## config.mk

```make
export PLATFORM = sky130hd
export DESIGN_NAME = sldrv_top
export DESIGN_NICKNAME = d
export VERILOG_FILES = /design/src/core/sldrv_pkg.sv /design/src/core/sldrv_sync.sv /design/src/core/sldrv_top.sv
export SDC_FILE = /design/constraint.sdc
export NUM_CORES = 1
export LEC_CHECK = 0
export BUFFER_PORTS_ARGS = -buffer_cell sky130_fd_sc_hd__buf_2
export CAP_MARGIN = 20
export CELL_PAD_IN_SITES_DETAIL_PLACEMENT = 1
export CELL_PAD_IN_SITES_GLOBAL_PLACEMENT = 1
export CORE_MARGIN = 5
export CORE_UTILIZATION = 51
export CTS_BUF_LIST = sky130_fd_sc_hd__clkbuf_8
export DETAILED_ROUTE_END_ITERATION = 16
export HOLD_SLACK_MARGIN = 0.03
export PLACE_DENSITY = 0.85
export REMOVE_ABC_BUFFERS = 1
export SYNTH_ARGS = -nofsm -noshare
export SYNTH_HDL_FRONTEND = slang
export SYNTH_SLANG_ARGS = --single-unit
```

## constraint.sdc

```tcl
create_clock -name core_clk -period 4.5 [get_ports core_clk]
set_input_delay 0.225 -clock core_clk [delete_from_list [all_inputs] [get_ports core_clk]]
set_output_delay 0.225 -clock core_clk [all_outputs]
set_load 0.02 [all_outputs]
```

## src/core/sldrv_pkg.sv

```systemverilog
package sldrv_pkg;
  // number of driver outputs per device
  localparam int unsigned SLDRV_NUM_OUT = 33;
  // latch and shift register contents after reset
  localparam logic [32:0] SLDRV_RST_VAL = 33'h0_0000_0000;
  // synchroniser depth for pins
  localparam int unsigned SLDRV_SYNC_STAGES = 2;
  // state encoding
  typedef enum logic [1:0] {
    SLDRV_ST_POR = 2'b00,
    SLDRV_ST_RUN = 2'b01,
    SLDRV_ST_LDRST = 2'b10
  } sldrv_state_t;
endpackage : sldrv_pkg

```

## src/core/sldrv_sync.sv

```systemverilog
`timescale 1ns/100ps
`default_nettype none
module sldrv_sync #(
  parameter int unsigned WIDTH = 1
) (
  // clock and reset
  input wire logic clk,
  input wire logic rst_n,
  // pins
  input wire logic [WIDTH-1:0] d,
  output logic [WIDTH-1:0] q
);
  logic [WIDTH-1:0] meta_reg;
  logic [WIDTH-1:0] q_reg;
  always_ff @(posedge clk or negedge rst_n) begin
    if (!rst_n) begin
      meta_reg <= '0;
      q_reg <= '0;
    end else begin
      meta_reg <= d;
      q_reg <= meta_reg;
    end
  end
  assign q = q_reg;
endmodule : sldrv_sync
`default_nettype wire

```

## src/core/sldrv_top.sv

```systemverilog
`timescale 1ns/100ps
`default_nettype none
module sldrv_top
  import sldrv_pkg::*;
#(
  parameter int unsigned NUM_OUT = sldrv_pkg::SLDRV_NUM_OUT
) (
  // clock and reset
  input wire logic core_clk,
  input wire logic rst_b,
  // serial link pins
  input wire logic ser_data_in,
  input wire logic ser_clk,
  input wire logic load,
  output logic ser_data_out,
  // LED sink drive, high = on
  output logic [NUM_OUT-1:0] led_on
);
  import sldrv_pkg::*;

  // ****************************************
  // reset release
  // ****************************************
  logic [1:0] rst_sync_reg;
  logic rst_n;
  always_ff @(posedge core_clk or negedge rst_b) begin
    if (!rst_b) begin
      rst_sync_reg <= 2'h0;
    end else begin
      rst_sync_reg <= {rst_sync_reg[0], 1'b1};
    end
  end
  assign rst_n = rst_sync_reg[1];

  // ****************************************
  // pin synchronisers and edge detection
  // ****************************************
  logic [2:0] pin_sync;
  logic sclk_s, data_s, load_s;
  logic sclk_d_reg, load_d_reg;
  logic sclk_rise, load_rise;

  sldrv_sync #(.WIDTH(3)) u_sync (
    .clk(core_clk),
    .rst_n(rst_n),
    .d({ser_clk, ser_data_in, load}),
    .q(pin_sync)
  );
  assign sclk_s = pin_sync[2];
  assign data_s = pin_sync[1];
  assign load_s = pin_sync[0];

  always_ff @(posedge core_clk or negedge rst_n) begin
    if (!rst_n) begin
      sclk_d_reg <= 1'b0;
      load_d_reg <= 1'b0;
    end else begin
      sclk_d_reg <= sclk_s;
      load_d_reg <= load_s;
    end
  end
  // shift clock is slow enough (<=0.5 MHz) to find every edge
  assign sclk_rise = sclk_s & ~sclk_d_reg;
  assign load_rise = load_s & ~load_d_reg;

  // ****************************************
  // reset state
  // ****************************************
  sldrv_state_t state_reg, state_next;
  always_comb begin
    state_next = state_reg;
    unique case (state_reg)
      // leading clock ends the reset condition, no data taken
      SLDRV_ST_POR: if (sclk_rise) state_next = SLDRV_ST_RUN;
      SLDRV_ST_RUN: if (load_rise) state_next = SLDRV_ST_LDRST;
      SLDRV_ST_LDRST: if (sclk_rise) state_next = SLDRV_ST_RUN;
      default: state_next = SLDRV_ST_POR;
    endcase
  end
  always_ff @(posedge core_clk or negedge rst_n) begin
    if (!rst_n) begin
      state_reg <= SLDRV_ST_POR;
    end else begin
      state_reg <= state_next;
    end
  end

  // ****************************************
  // shift register, bit 0 is first stage
  // ****************************************
  logic [NUM_OUT-1:0] shift_reg;
  always_ff @(posedge core_clk or negedge rst_n) begin
    if (!rst_n) begin
      shift_reg <= SLDRV_RST_VAL[NUM_OUT-1:0];
    end else if (state_reg != SLDRV_ST_RUN) begin
      shift_reg <= SLDRV_RST_VAL[NUM_OUT-1:0];
    end else if (load_rise) begin
      shift_reg <= SLDRV_RST_VAL[NUM_OUT-1:0];
    end else if (sclk_rise) begin
      shift_reg <= {shift_reg[NUM_OUT-2:0], data_s};
    end
  end

  // ****************************************
  // output latches
  // ****************************************
  logic [NUM_OUT-1:0] latch_reg;
  logic [NUM_OUT-1:0] latch_next;
  // first bit in sits at the top stage after a full frame
  always_comb begin
    for (int i = 0; i < NUM_OUT; i++) begin
      latch_next[i] = shift_reg[NUM_OUT-1-i];
    end
  end
  always_ff @(posedge core_clk or negedge rst_n) begin
    if (!rst_n) begin
      latch_reg <= SLDRV_RST_VAL[NUM_OUT-1:0];
    end else if (load_rise && state_reg == SLDRV_ST_RUN) begin
      // single register write: equal bits cannot glitch
      latch_reg <= latch_next;
    end
  end
  assign led_on = latch_reg;

  // ****************************************
  // cascade output
  // ****************************************
  logic sdo_reg;
  always_ff @(posedge core_clk or negedge rst_n) begin
    if (!rst_n) begin
      sdo_reg <= 1'b0;
    end else begin
      sdo_reg <= shift_reg[NUM_OUT-1];
    end
  end
  assign ser_data_out = sdo_reg;
endmodule : sldrv_top
`default_nettype wire

```

==> impl_metrics.py <==
metrics = {
    "outcome": {
        "status": "complete, no violations",
    },
    "power": {
        "ir_drop_v": 0.000244,
        "switchingPower_uw": 325,
        "p_comb_share_pct": 6.3,
        "power_frac_clock_pct": 41.7,
        "intPower_mw": 1.10,
        "power_density_nw_per_um2": 418,
        "p_sw_share_pct": 22.7,
        "seq_power_share_pct": 52.0,
        "cellLeakagePower_nw": 1.68,
    },
    "global_route": {
        "grtUsageTotal_pct": 17.8,
        "grt_pass1_wl_mm": 10.2,
        "overflow": 0,
        "grt_pass1_vias": 2067,
        "grt_antenna_before_repair": 0,
        "grt_max_degree": 78,
    },
    "floorplanning": {
        "row_count": 27,
        "initial_core_util_pct": 52.7,
        "die-area_um2": 7300,
        "core_area_um2": 5510,
        "fp.dieW_um": 85.5,
        "die-height_um": 85.5,
        "ios": 39,
    },
    "clock_network": {
        "cts-hold-fix-buffers": 4,
        "postCtsResizedCells": 0,
        "postCtsSetupBuffers": 0,
        "cts_tree": "done",
        "clk_latency_ps": 330,
        "root_buffer": "clkbuf_8",
        "cts_made_buffers": 9,
        "htreeDepth": 3,
        "clockBufferDepth": 2,
        "clkTransAtPathRegs_ps": 80,
        "clkSinkCount": 79,
    },
    "synth": {
        "ys_warn_count": 0,
        "synthTopCellsByArea": "dfrtp_1 (68%), mux2_2 (12%), nand2_1 (8.5%)",
        "yosys.area.top_type_share_pct": 68.1,
        "yosysSeqAreaShare_pct": 68.1,
        "postSynthCellCount": 234,
        "syn_area_um2": 2900,
        "synth_cell_types": 16,
        "synth_top_area_cell": "dfrtp_1",
        "synth_seq_cells": 79,
        "avgSynthCellArea_um2": 12.4,
    },
    "placement": {
        "placed_area_um2": 3140,
        "portBuffers": 38,
        "gp_congestion": 0.707,
        "hpwl_mm": 3.68,
        "dpl.cell_count": 334,
        "post-place-ws_ps": 2430,
    },
    "final_layout": {
        "design_area_um2": 3420,
        "layout_common_cells": "dfrtp_1 (78), nand2_1 (66), buf_2 (38), a21oi_1 (33), mux2_2 (32)",
        "final_common_cell": "dfrtp_1",
        "fin_nets": 282,
        "synthToLayoutAreaGrowth_pct": 17.6,
        "num_antenna_cells": 0,
        "fin_cells": 354,
        "utilization_pct": 62.0,
        "drive_gt1_share_pct": 33.3,
    },
    "timing": {
        "period_needed_ps": 2040,
        "timing.final.ws_setup_ps": 2460,
        "slew_violations": 0,
        "hold_viol": 0,
        "max_freq_mhz": 491,
        "rsz0062_at_grt": "no",
        "setup_violations": 0,
        "fin_setup_tns_ps": 0,
        "fin_skew_ps": 7.43,
        "tightestPinTransition_ps": 963,
        "max-slew-margin-rel_pct": 35.8,
        "finalCritPeriodShare_pct": 45.3,
    },
    "worst_hold_path": {
        "hold_path_class": "input port to asynchronous set/reset pin",
    },
    "detailed_routing": {
        "wl_mm": 5.96,
        "drt-pass1-iter-count": 4,
        "antenna_left": 0,
        "avgViaCountPerCell": 5.31,
        "vias": 1878,
        "wl_per_cell_um": 16.8,
        "remaining_drc_errors": 0,
        "drtIter0Drc": 87,
    },
    "setup_path": {
        "path_max_fanout": 18,
        "setup.worst_path.class": "flop to flop",
        "crit_arrival_ps": 2250,
        "startpoint_type": "flop",
        "end_kind": "flop",
        "worstPathRequired_ps": 4710,
    },
    "job": {
        "drv_cap": 0,
    },
}
layer usage:
metal | share of wire, % | up-vias | routed length, um | GRT usage [%]
li1 | - | 853 | - | -
met1 | 43 | 969 | 2590 | 22.2
met2 | 50 | 42 | 3000 | 30.1
met3 | 4.2 | 14 | 253 | 3.40
met4 | 2.0 | 0 | 119 | 7.77
met5 | 0 | - | 0 | 0
path summary, 6_finish.rpt:
kind                                     from  slack [ps]  depth (start not counted)               to
min                                     rst_b         190                          2  rst_sync_reg[1]
max reg2reg                        load_d_reg        2460                          4       led_on[31]
max in group asynchronous     rst_sync_reg[1]        3390                          0    shift_reg[30]
min in group core_clk      u_sync.meta_reg[2]         360                          0      u_sync.q[2]
min reg2reg                u_sync.meta_reg[2]         360                          0      u_sync.q[2]
max                                load_d_reg        2460                          4       led_on[31]
power by group through the flow:
stage / Combinational (mW) / Sequential, mW / Clock (mW)
final: 0.0907 / 0.743 / 0.595
after global routing: 0.0973 / 0.747 / 0.645
after CTS: 0.0919 / 0.744 / 0.607
after detailed placement: 0.0878 / 0.758 / 0
after global placement: 0.0853 / 0.756 / 0
after floorplan: 0.0552 / 0.753 / 0
per-stage QoR:
stage / total power, mW / hold slack [ps]
detailed placement: 0.846 / 11.4
global placement: 0.842 / 9.88
finish: 1.43 / 185
global route: 1.49 / 177
floorplan: 0.809 / -70.6
CTS: 1.44 / 172
critical path, stage by stage (launching register included):
cell and delay, ps:
dfrtp_1 350, nand2b_1 180, nor3_4 610, buf_4 390, mux2_2 380
synthesized netlist by cell type:
cell / n
dfrtp_1: 79
nand2_1: 66
a21oi_1: 33
mux2_2: 32
clkbuf_1: 8
buf_2: 3
buf_6: 3
nand2b_1: 2
a31o_2: 1
conb_1: 1
inv_2: 1
mux2_1: 1
nand3b_1: 1
nor2b_1: 1
nor3_4: 1
o21ai_0: 1
kinds of logic after synthesis:
| kind of cell | after synthesis | synth area share [%] |
|---|---|---|
| AND/OR/NAND/NOR | 71 | 10.0 |
| AO/OA/AOI/OAI | 35 | 6.16 |
| flip-flops | 79 | 68.1 |
| buffers and inverters | 15 | 2.84 |
| multiplexers | 33 | 12.8 |
| other | 1 | 0.129 |
layout make-up:
| class | count | area, um^2 |
|---|---|---|
| multi-input combinational | 140 | 847 |
| tap | 72 | 90.1 |
| sequential | 79 | 1980 |
| clock buffer | 12 | 165 |
| fill | 596 | 2090 |
| clock inverter | 4 | 68.8 |
| inverter | 1 | 3.75 |
| timing repair buffer | 46 | 260 |
Note: power is estimated with default switching activity, not from simulation.
